`config.mk`:
```
export PLATFORM = sky130hd
export DESIGN_NAME = sslm_shift_store
export DESIGN_NICKNAME = d
export VERILOG_FILES = /design/src/include/sslm_pkg.sv /design/src/include/sslm_link_if.sv /design/src/verilog/sslm_pin_sync.sv /design/src/verilog/sslm_led_drive.sv /design/src/verilog/sslm_shift_store.sv
export VERILOG_INCLUDE_DIRS = /design/src /design/src/include
export SDC_FILE = /design/constraint.sdc
export NUM_CORES = 1
export LEC_CHECK = 0
export BUFFER_PORTS_ARGS = -buffer_cell sky130_fd_sc_hd__clkbuf_2
export CORE_MARGIN = 2
export CORE_UTILIZATION = 45
export DETAILED_ROUTE_END_ITERATION = 10
export GPL_TIMING_DRIVEN = 1
export PLACE_DENSITY = 0.73
export REMOVE_ABC_BUFFERS = 1
export SYNTH_ARGS = -nofsm -noshare
export SYNTH_HDL_FRONTEND = slang
export SYNTH_SLANG_ARGS = --single-unit
```
`constraint.sdc`:
```
create_clock -name I_CLK -period 1.6 [get_ports I_CLK]
set_input_delay 0 -clock I_CLK [delete_from_list [all_inputs] [get_ports I_CLK]]
set_output_delay 0 -clock I_CLK [all_outputs]
set_load 0.01 [all_outputs]
```
`src/include/sslm_cfg.svh`:
```
// Constants of the twelve-stage shift-and-store LED sink block
`ifndef SSLM_CFG_SVH
`define SSLM_CFG_SVH

`define SSLM_STAGES 12
`define SSLM_FAST_TAP 10
`define SSLM_SLOW_TAP 11
`define SSLM_PIN_COUNT 4
`define SSLM_PIN_SHIFT_CLK 0
`define SSLM_PIN_SERIAL 1
`define SSLM_PIN_STROBE 2
`define SSLM_PIN_OUT_EN 3
`define SSLM_RST_BIT 1'h0
`define SSLM_RST_PINS 4'h0
`define SSLM_RST_STAGES 12'h000
`define SSLM_SINK_LEVEL 12'h000

`endif

```
`src/include/sslm_pkg.sv`:
```
// Types shared by the shift-and-store LED sink modules
`include "sslm_cfg.svh"

package sslm_pkg;
    typedef logic [`SSLM_STAGES-1:0] sslm_stage_t;
    typedef logic [`SSLM_PIN_COUNT-1:0] sslm_pins_t;
    typedef enum logic [1:0] {
        SSLM_PH_UNKNOWN,
        SSLM_PH_LOW,
        SSLM_PH_HIGH
    } sslm_phase_t;
endpackage

```
`src/include/sslm_link_if.sv`:
```
// Carrier between pin synchroniser, shift core and LED sink driver
`timescale 1ns/1ps
`include "sslm_cfg.svh"

interface sslm_link_if;
    logic shift_clk_s;
    logic serial_s;
    logic strobe_s;
    logic out_en_s;
    sslm_pkg::sslm_stage_t latch_q;

    modport sync_mp (
        output shift_clk_s,
        output serial_s,
        output strobe_s,
        output out_en_s
    );
    modport core_mp (
        input shift_clk_s,
        input serial_s,
        input strobe_s,
        output latch_q
    );
    modport drv_mp (
        input out_en_s,
        input latch_q
    );
endinterface

```
`src/verilog/sslm_pin_sync.sv`:
```
// Two-flop synchroniser for the four host control pins
`timescale 1ns/1ps
`include "sslm_cfg.svh"

module sslm_pin_sync (
    input wire logic i_clk,
    input wire logic i_reset,
    input wire sslm_pkg::sslm_pins_t i_pins,
    sslm_link_if.sync_mp link
);
    sslm_pkg::sslm_pins_t meta_ff;
    sslm_pkg::sslm_pins_t sync_ff;
    sslm_pkg::sslm_pins_t nxt_meta;
    sslm_pkg::sslm_pins_t nxt_sync;

    // All pins share one delay, so data stays aligned with the sampled clock
    always_comb begin
        nxt_meta = i_pins;
        nxt_sync = meta_ff;
    end

    always_ff @(posedge i_clk or posedge i_reset) begin
        if (i_reset) begin
            meta_ff <= `SSLM_RST_PINS;
            sync_ff <= `SSLM_RST_PINS;
        end else begin
            meta_ff <= nxt_meta;
            sync_ff <= nxt_sync;
        end
    end

    assign link.shift_clk_s = sync_ff[`SSLM_PIN_SHIFT_CLK];
    assign link.serial_s = sync_ff[`SSLM_PIN_SERIAL];
    assign link.strobe_s = sync_ff[`SSLM_PIN_STROBE];
    assign link.out_en_s = sync_ff[`SSLM_PIN_OUT_EN];
endmodule

```
`src/verilog/sslm_led_drive.sv`:
```
// Open-drain LED sink stage: pull low for a stored one, float otherwise
`timescale 1ns/1ps
`include "sslm_cfg.svh"

module sslm_led_drive (
    input wire logic i_clk,
    input wire logic i_reset,
    sslm_link_if.drv_mp link,
    output sslm_pkg::sslm_stage_t o_sink_out,
    output sslm_pkg::sslm_stage_t o_sink_oe
);
    sslm_pkg::sslm_stage_t sink_oe_ff;
    sslm_pkg::sslm_stage_t nxt_sink_oe;
    sslm_pkg::sslm_stage_t sink_lvl_ff;
    sslm_pkg::sslm_stage_t nxt_sink_lvl;

    always_comb begin
        // Only a stored one with the enable high pulls the pin low
        nxt_sink_oe = link.out_en_s ? link.latch_q : `SSLM_RST_STAGES;
        // The pad never drives high: the off state is released, not driven
        nxt_sink_lvl = `SSLM_SINK_LEVEL;
    end

    always_ff @(posedge i_clk or posedge i_reset) begin
        if (i_reset) begin
            sink_oe_ff <= `SSLM_RST_STAGES;
            sink_lvl_ff <= `SSLM_SINK_LEVEL;
        end else begin
            sink_oe_ff <= nxt_sink_oe;
            sink_lvl_ff <= nxt_sink_lvl;
        end
    end

    assign o_sink_out = sink_lvl_ff;
    assign o_sink_oe = sink_oe_ff;
endmodule

```
`src/verilog/sslm_shift_store.sv`:
```
// Twelve-stage shift-and-store LED sink driver with two cascade outputs
`timescale 1ns/1ps
`include "sslm_cfg.svh"

module sslm_shift_store (
    input wire logic I_CLK,
    input wire logic I_RESET,
    input wire logic I_SHIFT_CLK,
    input wire logic I_SERIAL_IN,
    input wire logic I_LATCH_STROBE,
    input wire logic I_OUT_ENABLE,
    input wire logic [`SSLM_STAGES-1:0] I_LED_SINK_IN,
    output logic [`SSLM_STAGES-1:0] O_LED_SINK_OUT,
    output logic [`SSLM_STAGES-1:0] O_LED_SINK_OE,
    output logic O_CASCADE_OUT_FAST,
    output logic O_CASCADE_OUT_SLOW
);
    sslm_link_if link ();

    sslm_pkg::sslm_pins_t pins;
    sslm_pkg::sslm_phase_t phase_ff;
    sslm_pkg::sslm_phase_t nxt_phase;
    sslm_pkg::sslm_stage_t stage_ff;
    sslm_pkg::sslm_stage_t nxt_stage;
    sslm_pkg::sslm_stage_t latch_ff;
    sslm_pkg::sslm_stage_t nxt_latch;
    logic fast_ff;
    logic nxt_fast;
    logic slow_ff;
    logic nxt_slow;
    logic clk_rise;
    logic clk_fall;
    logic stage_ten_prior;
    logic stage_eleven_prior;

    // A transition counts only from a level seen before, but the synchroniser resets low, so reset release
    // with the shift clock already high still fakes one rising edge once the high level is synchronised
    function automatic logic sslm_is_rise(input sslm_pkg::sslm_phase_t ph, input logic lvl);
        sslm_is_rise = (ph == sslm_pkg::SSLM_PH_LOW) && lvl;
    endfunction

    function automatic logic sslm_is_fall(input sslm_pkg::sslm_phase_t ph, input logic lvl);
        sslm_is_fall = (ph == sslm_pkg::SSLM_PH_HIGH) && !lvl;
    endfunction

    always_comb begin
        pins = `SSLM_RST_PINS;
        pins[`SSLM_PIN_SHIFT_CLK] = I_SHIFT_CLK;
        pins[`SSLM_PIN_SERIAL] = I_SERIAL_IN;
        pins[`SSLM_PIN_STROBE] = I_LATCH_STROBE;
        pins[`SSLM_PIN_OUT_EN] = I_OUT_ENABLE;
    end

    sslm_pin_sync u_sync (
        .i_clk(I_CLK),
        .i_reset(I_RESET),
        .i_pins(pins),
        .link(link.sync_mp)
    );

    // Shift clock phase tracker
    always_comb begin
        case (phase_ff)
            sslm_pkg::SSLM_PH_UNKNOWN: begin
                nxt_phase = link.shift_clk_s ? sslm_pkg::SSLM_PH_HIGH : sslm_pkg::SSLM_PH_LOW;
            end
            sslm_pkg::SSLM_PH_LOW: begin
                nxt_phase = link.shift_clk_s ? sslm_pkg::SSLM_PH_HIGH : sslm_pkg::SSLM_PH_LOW;
            end
            sslm_pkg::SSLM_PH_HIGH: begin
                nxt_phase = link.shift_clk_s ? sslm_pkg::SSLM_PH_HIGH : sslm_pkg::SSLM_PH_LOW;
            end
            default: begin
                nxt_phase = sslm_pkg::SSLM_PH_UNKNOWN;
            end
        endcase
    end

    always_ff @(posedge I_CLK or posedge I_RESET) begin
        if (I_RESET) begin
            phase_ff <= sslm_pkg::SSLM_PH_UNKNOWN;
        end else begin
            phase_ff <= nxt_phase;
        end
    end

    assign clk_rise = sslm_is_rise(phase_ff, link.shift_clk_s);
    assign clk_fall = sslm_is_fall(phase_ff, link.shift_clk_s);

    // Taps read before the edge updates the chain
    assign stage_ten_prior = stage_ff[`SSLM_FAST_TAP];
    assign stage_eleven_prior = stage_ff[`SSLM_SLOW_TAP];

    // Shift chain: bit 0 is the stage fed by the serial input
    always_comb begin
        nxt_stage = stage_ff;
        if (clk_rise) begin
            nxt_stage = {stage_ff[`SSLM_STAGES-2:0], link.serial_s};
        end
    end

    // Storage latches are transparent while the strobe is high; the copy lags
    // the chain by one system clock, which the host's idle-clock strobe hides
    always_comb begin
        nxt_latch = latch_ff;
        if (link.strobe_s) begin
            nxt_latch = stage_ff;
        end
    end

    // Cascade outputs
    always_comb begin
        nxt_fast = fast_ff;
        nxt_slow = slow_ff;
        if (clk_rise) begin
            nxt_fast = stage_ten_prior;
        end
        if (clk_fall) begin
            // After a rise the last stage holds the bit the fast tap took
            nxt_slow = stage_eleven_prior;
        end
    end

    // Reset is a simulation convenience; the chip itself powers up unknown
    always_ff @(posedge I_CLK or posedge I_RESET) begin
        if (I_RESET) begin
            stage_ff <= `SSLM_RST_STAGES;
            latch_ff <= `SSLM_RST_STAGES;
            fast_ff <= `SSLM_RST_BIT;
            slow_ff <= `SSLM_RST_BIT;
        end else begin
            stage_ff <= nxt_stage;
            latch_ff <= nxt_latch;
            fast_ff <= nxt_fast;
            slow_ff <= nxt_slow;
        end
    end

    assign link.latch_q = latch_ff;

    // The pad readback I_LED_SINK_IN is not used by the core logic
    sslm_led_drive u_drive (
        .i_clk(I_CLK),
        .i_reset(I_RESET),
        .link(link.drv_mp),
        .o_sink_out(O_LED_SINK_OUT),
        .o_sink_oe(O_LED_SINK_OE)
    );

    // Either tap may feed the next device's serial input
    assign O_CASCADE_OUT_FAST = fast_ff;
    assign O_CASCADE_OUT_SLOW = slow_ff;
endmodule

```
* After elaboration in Yosys (flattened, before gate mapping)
Index checks and enable logic that the tools add are counted.
** Word-level totals
- Word-level logic and storage cells :: 18
- Memories :: 0
- Bits in read-only memories :: 0
- Output and inout bits :: 26
- Bits of input ports :: 18
- Memory bits (writable) :: 0
- Latch bits :: 0
- Bits in registers :: 48
** Cells by class
- Reduce and logical (&&, ||, !) cells :: 5
- Shift operators :: 0
- Bitwise logic cells :: 0
- Div/mod/pow operators :: 0
- Equal/unequal tests :: 2
- Mux-type cells :: 3
- Add/subtract/negate cells :: 0
- Multiply operators :: 0
- Order comparisons :: 0
** Operators by type and width (number)
- 12-bit two-way mux :: 1
- 2-bit two-way mux :: 2
- 3-bit OR reduction :: 1
- 2-bit by 1-bit == test with 1-bit output (second input constant) :: 1
- 2-bit == test (second input constant) :: 1
- 1-bit logical AND :: 2
- 2-bit zero test :: 1
- 1-bit zero test :: 1

* Logic depth before layout (Yosys ltp)
Gate-level depths: netlist (run 1).
- Depth after elaboration :: 3
- Mapped depth :: 3

* Cells and area by module
Synthesis (run 1) repeated with hierarchy kept, for this count alone.
** Second synthesis, totals
- Cells, all modules :: 107
- Area, all modules :: 1752.9 µm²
** Modules (own cells, without submodules)
- sslm_shift_store :: sequential area each 675.6 µm², instances 1, cells each 59, area an instance 1054.8 µm²
- sslm_led_drive :: sequential area each 300.3 µm², instances 1, cells each 39, area an instance 494.2 µm²
- sslm_pin_sync :: sequential area each 200.2 µm², instances 1, cells each 9, area an instance 203.9 µm²

* Worst setup path after synthesis (run 1)
OpenSTA, ideal clock, no wires.
- Path type :: flip-flop to flip-flop
- Start :: register phase_ff[1]
- End :: register stage_ff[10]
- Period minus slack after synthesis :: 1106 ps
- Stages on the path, launching flop included :: 4
- Required time :: 1475 ps
- Path slack :: 494 ps
- Arrival :: 981 ps
- Cell sequence :: dfrtp_1 -> nand3b_4 -> buf_6 -> mux2_4
** On the way
- Cells in the longest elaborated chain, start to end :: 2
** RTL lines
- start: declaration :: RTL line sslm_shift_store.sv:21 : sslm_pkg::sslm_phase_t phase_ff;
- start signal: assignment :: RTL line sslm_shift_store.sv:81 : phase_ff <= sslm_pkg::SSLM_PH_UNKNOWN;
- start signal: assignment :: RTL line sslm_shift_store.sv:83 : phase_ff <= nxt_phase;
- 2-bit by 1-bit == test with 1-bit output :: RTL line sslm_shift_store.sv:39 : sslm_is_rise = (ph == sslm_pkg::SSLM_PH_LOW) && lvl;
- 1-bit logical AND :: RTL line sslm_shift_store.sv:39
- end signal: assignment :: RTL line sslm_shift_store.sv:127 : stage_ff <= `SSLM_RST_STAGES;
- end signal: assignment :: RTL line sslm_shift_store.sv:132 : stage_ff <= nxt_stage;
- end: declaration :: RTL line sslm_shift_store.sv:23 : sslm_pkg::sslm_stage_t stage_ff;
Every way passes these cells.
A chain may end at the register's enable or synchronous reset.

* Final worst setup path (run 1)
- Start :: register phase_ff[1]
- End :: register stage_ff[3]
Same word-level chain as after synthesis.

==> out/metrics.csv, run 1 <==
stage;metric;value;unit
outcome;outcome;complete, no violations;
cells_and_area;n_antenna_cell;0;
clock_tree;cts-root-buf;clkbuf_8;
cells_and_area;instances_no_fill;182;
worst_hold_path;min_path_type;in2async;
floorplan;row_count;22;
detailed_routing;routed_wl;2240;um
worst_setup_path;path_max_fanout;12;
placed_design;place_congestion;0.692;
worst_setup_path;critical_path_class;reg2reg;
sta;fmax;837;MHz
detailed_routing;wire_per_inst;12.3;um
clock_tree;post-cts-setup-buffers;0;
placed_design;dpl_worst_slack;410;ps
sta;postLayoutSetupSlackWorst;405;ps
clock_tree;clkSlewWorstSetupHoldPaths;80;ps
worst_setup_path;r2r_end;stage_ff[3];
yosys;syn_area;1730;um2
yosys;syn_inst;105;
cells_and_area;finish.utilization;53.8;%
clock_tree;cts_sinks;47;
sta;tightestPinTransition;510;ps
floorplan;die_area;4350;um2
cells_and_area;drive_gt1_share;40.3;%
pwr;comb_power_share;16.1;%
clock_tree;cts_resized;0;
grt;grt_pass1_vias;905;
cells_and_area;fin_nets;151;
pwr;p_int;2.15;mW
pwr;seqPwrFrac;57.0;%
detailed_routing;dr.pass1.iters;2;
sta;relSlewSlack;66.0;%
clock_tree;clock_latency;290;ps
yosys;synth_cell_types;14;
pwr;swShare;23.9;%
cells_and_area;syn2layout_area_growth;14.8;%
grt;grt_max_degree;25;
sta;rsz0062_at_grt;no;
yosys;ys_seq_area_share;68.1;%
sta;fin_crit_sh;74.7;%
placed_design;placed_area;1830;um2
floorplan;die_h;66.0;um
clock_tree;cts_buffers;5;
detailed_routing;vias;833;
sta;setup_violations;0;
clock_tree;htree_num_levels;2;
cells_and_area;final_cell_mix;dfrtp_1 (47), clkbuf_2 (19), mux2_2 (15);
worst_setup_path;critPathRequiredTime;1780;ps
cells_and_area;final_area;1980;um2
worst_setup_path;worstSetupEndpointType;register;
sta;worst_clock_skew;5.58;ps
sta;setup_tns;0;ps
sta;slew_violations;0;
worst_setup_path;start_kind;register;
detailed_routing;viasPerCell;4.58;
detailed_routing;ant_nets;0;
cells_and_area;final_common_cell;dfrtp_1;
pwr;max-vdd-ir-drop;0.000575;V
pwr;p_per_area;1420;nW/um2
sta;finalHoldViolCount;0;
floorplan;ioPinCount;44;
worst_setup_path;crit_start;phase_ff[1];
placed_design;dp_cells;169;
clock_tree;clockBufferDepth;2;
worst_setup_path;reg2reg_setup_slack;400;ps
yosys;avgSynthCellArea;16.5;um2
worst_setup_path;r2r_start;phase_ff[1];
grt;grt_pass1_wl;3940;um
grt;antenna_found_initial;0;
pwr;pwr-share-clk;26.9;%
pwr;power.leakage;1.03;nW
floorplan;fp.dieW;66.0;um
worst_setup_path;cp-endpoint;stage_ff[3];
placed_design;io_buffers;19;
detailed_routing;drc;0;
floorplan;core;3690;um2
yosys;synth_seq_cells;47;
floorplan;start_util;46.8;%
yosys;yosysWarnings;0;
clock_tree;cts_tree;yes;
worst_setup_path;reg2reg_depth;2;
worst_setup_path;cp.arrival;1370;ps
grt;grt.total_usage;12.4;%
placed_design;hpwl;1480;um
detailed_routing;drt_iter0_drc;31;
pwr;power.switching;0.674;mW
sta;min_period;1200;ps
run;drv_cap;0;
grt;grt_overflow;0;
[cells in the mapped netlist]
library cell  instances  area share (%)
inv_1                 1            0.22
buf_2                 1            0.29
mux2_2               15             9.8
nand3b_4              1             1.2
dfrtp_1              47              68
and2_1               12             4.3
buf_6                 1            0.65
clkbuf_1              1            0.22
a21boi_0              1            0.43
nor3b_1               1            0.43
conb_1                1            0.22
mux2_4               10             8.7
buf_4                12             5.2
a21oi_1               1            0.29
[final cells by class]
type | instances | area (um2)
fill | 336 | 1700
sequential | 47 | 1180
multi-input combinational | 53 | 479
timing repair buffer | 25 | 165
clock buffer | 8 | 100
tap | 48 | 60.1
inverter | 1 | 3.75
[critical path: stages, from the launching register on]
cell and delay (ps):
dfrtp_1 410, nand3b_4 310, mux2_4 360
[worst min-delay path by stage]
| stage | from | end | cells past startpoint |
|---|---|---|---|
| 6_report | I_RESET | u_sync.meta_ff[0] | 3 |
| 5_1_grt | I_RESET | latch_ff[1] | 3 |
| 4_1_cts | I_RESET | u_sync.meta_ff[0] | 3 |
| 3_5_place_dp | I_RESET | u_sync.meta_ff[0] | 2 |
| 3_3_place_gp | I_RESET | u_sync.meta_ff[0] | 2 |
| 2_1_floorplan | I_SHIFT_CLK | u_sync.meta_ff[0] | 0 |
[state kept, by name (all words and copies together) (netlist names)]
register and count:
latch_ff 12, stage_ff 12, u_drive.o_sink_oe 12, u_sync.meta_ff 4, u_sync.sync_ff 4, phase_ff 2
O_CASCADE_OUT_SLOW 1
[stage by stage]
step	hold slack, ps	power [mW]
after global routing	328	2.98
after detailed placement	50.7	2.09
final	283	2.82
after CTS	280	2.87
after global placement	36.7	2.05
after floorplan	31.4	1.94
[power by group through the flow]
stage	combinational (mW)	clock [mW]	sequential [mW]
floorplan	0.320	0	1.62
finish	0.454	0.758	1.61
global route	0.500	0.829	1.65
detailed placement	0.452	0	1.64
CTS	0.464	0.790	1.61
global placement	0.436	0	1.62
[routing by layer]
metal	wire length, um	GRT usage, %	vias up
met1	883	13.9	425
met4	16	3.83	0
met2	1190	20.8	28
li1	-	-	378
met5	0	0	-
met3	149	6.13	2
[kinds of logic (layout without fill, tap and decap cells)]
| kind of cell | count (synthesis) | count (layout) | share of synthesized area, % |
|---|---|---|---|
| DFF | 47 | 47 | 68.1 |
| muxes | 25 | 25 | 18.5 |
| buffers and inverters | 16 | 34 | 6.59 |
| and+or+nand+nor | 14 | 14 | 5.94 |
| AOI/OAI and AO/OA | 2 | 2 | 0.724 |
| other | 1 | 12 | 0.217 |
[repair_timing]
item                       4_1_cts  5_1_grt
hold buffers                     5        0
hold endpoints to repair        27        0
setup endpoints to repair        0        0
(Power assumes the default switching activity.)
==> inputs of run 2 (changes only) <==
clock period = 1.17 ns   (was 1.6 ns; I/O delays follow)
==> out/metrics.csv, run 2 (synthesis gave the netlist of run 1 again) <==
stage;metric;value;unit
outcome;outcome;complete, no violations;
cells_and_area;n_antenna_cell;0;
grt;antenna_found_initial;0;
clock_tree;cts_buffers;5;
detailed_routing;vias;834;
clock_tree;cts_sinks;47;
sta;slew_violations;0;
cells_and_area;final_common_cell;dfrtp_1;
sta;rsz0062_at_grt;no;
sta;min_period;1130;ps
worst_hold_path;min_path_type;in2async;
detailed_routing;dr.pass1.iters;3;
grt;grt_overflow;0;
worst_setup_path;r2r_start;phase_ff[0];
sta;fmax;885;MHz
clock_tree;clkSlewWorstSetupHoldPaths;80;ps
clock_tree;clockBufferDepth;2;
worst_setup_path;crit_start;phase_ff[0];
pwr;p_int;2.82;mW
cells_and_area;instances_no_fill;184;
pwr;comb_power_share;17.1;%
sta;worst_clock_skew;1.39;ps
clock_tree;clock_latency;290;ps
pwr;p_per_area;1850;nW/um2
cells_and_area;fin_nets;153;
pwr;power.leakage;1.06;nW
clock_tree;htree_num_levels;2;
clock_tree;cts-root-buf;clkbuf_8;
floorplan;fp.dieW;66.0;um
worst_setup_path;critical_path_class;reg2reg;
sta;fin_crit_sh;96.6;%
detailed_routing;drc;0;
detailed_routing;viasPerCell;4.53;
floorplan;ioPinCount;44;
sta;finalHoldViolCount;0;
grt;grt_max_degree;48;
floorplan;core;3690;um2
worst_setup_path;critPathRequiredTime;1350;ps
run;drv_cap;0;
cells_and_area;final_cell_mix;dfrtp_1 (45), clkbuf_2 (19), mux2_2 (14);
pwr;max-vdd-ir-drop;0.000942;V
detailed_routing;routed_wl;2290;um
pwr;power.switching;0.923;mW
worst_setup_path;worstSetupEndpointType;register;
detailed_routing;ant_nets;0;
cells_and_area;drive_gt1_share;44.1;%
worst_setup_path;cp.arrival;1310;ps
grt;grt_pass1_wl;3900;um
detailed_routing;drt_iter0_drc;28;
grt;grt_pass1_vias;888;
worst_setup_path;path_max_fanout;5;
placed_design;dp_cells;170;
placed_design;hpwl;1390;um
worst_setup_path;start_kind;register;
cells_and_area;syn2layout_area_growth;16.9;%
detailed_routing;wire_per_inst;12.4;um
floorplan;row_count;22;
placed_design;place_congestion;0.691;
pwr;pwr-share-clk;24.2;%
sta;setup_violations;0;
floorplan;die_area;4350;um2
pwr;finalPower;3.74;mW
grt;grt.total_usage;12.3;%
pwr;seqPwrFrac;58.7;%
pwr;swShare;24.7;%
floorplan;die_h;66.0;um
placed_design;io_buffers;19;
clock_tree;cts_tree;yes;
floorplan;start_util;46.8;%
## run 2: cell types whose count changed in the layout (fill, tap and decap cells not counted), moves of 2 or more
cell	delta
clkinv_2	+3
dfrtp_2	+2
clkbuf_8	-2
dfrtp_1	-2
## run 2: final cells by class
cell class / count / area (um2)
fill: 323 / 1670
inverter: 1 / 3.75
tap: 48 / 60.1
timing repair buffer: 26 / 185
multi-input combinational: 54 / 508
clock buffer: 5 / 68.8
sequential: 47 / 1180
clock inverter: 3 / 15.0
## run 2: stage by stage
| stage | util [%] | hold WS (ps) | setup WS (ps) | instance area (um2) | TNS (ps) |
|---|---|---|---|---|---|
| global route | 54.7 | 297 | 7.49 | 2020 | 0 |
| floorplan | - | 31.4 | 53.9 | 1660 | 0 |
| CTS | 53.9 | 274 | -15.6 | 1990 | -100 |
| finish | 54.7 | 267 | 39.6 | 2020 | 0 |
| global placement | 50.3 | 33.3 | 7.17 | 1850 | 0 |
| detailed placement | 50.3 | 39.9 | -15.1 | 1850 | -74.1 |
## run 2: worst max-delay path: stages, from the launching register on
cell and delay (ps):
dfrtp_2 480, nor3b_2 230, mux2_4 310
## run 2: power groups by stage
stage	clock network, mW	registers, mW	logic (mW)
floorplan	0	2.21	0.438
global placement	0	2.21	0.612
detailed placement	0	2.23	0.633
CTS	0.942	2.20	0.646
global route	1.02	2.25	0.707
finish	0.906	2.20	0.638
## run 2: final timing paths
check	endpoint	slack [ps]	cells past startpoint
min in group I_CLK	u_sync.meta_ff[1]	350	2
max in group asynchronous	phase_ff[0]	680	4
hold / removal	phase_ff[1]	270	4
setup reg to reg	O_CASCADE_OUT_SLOW	40	2
setup / recovery	O_CASCADE_OUT_SLOW	40	2
hold reg to reg	u_sync.sync_ff[1]	350	0
## run 2: metal layers
layer	global-route usage [%]	part of all wire, %
met3	5.62	5.3
met5	0	0
met1	14.4	43
met2	19.8	50
met4	4.59	1.8
## run 2: what timing repair did
| action | in CTS | in global routing |
|---|---|---|
| pin swaps | 0 | 1 |
| hold buffers | 5 | 0 |
| gates cloned | 0 | 1 |
| resized for setup | 0 | 5 |
| endpoints found under the setup margin | 11 | 13 |
| hold endpoints to repair | 51 | 0 |
| setup buffers | 0 | 0 |
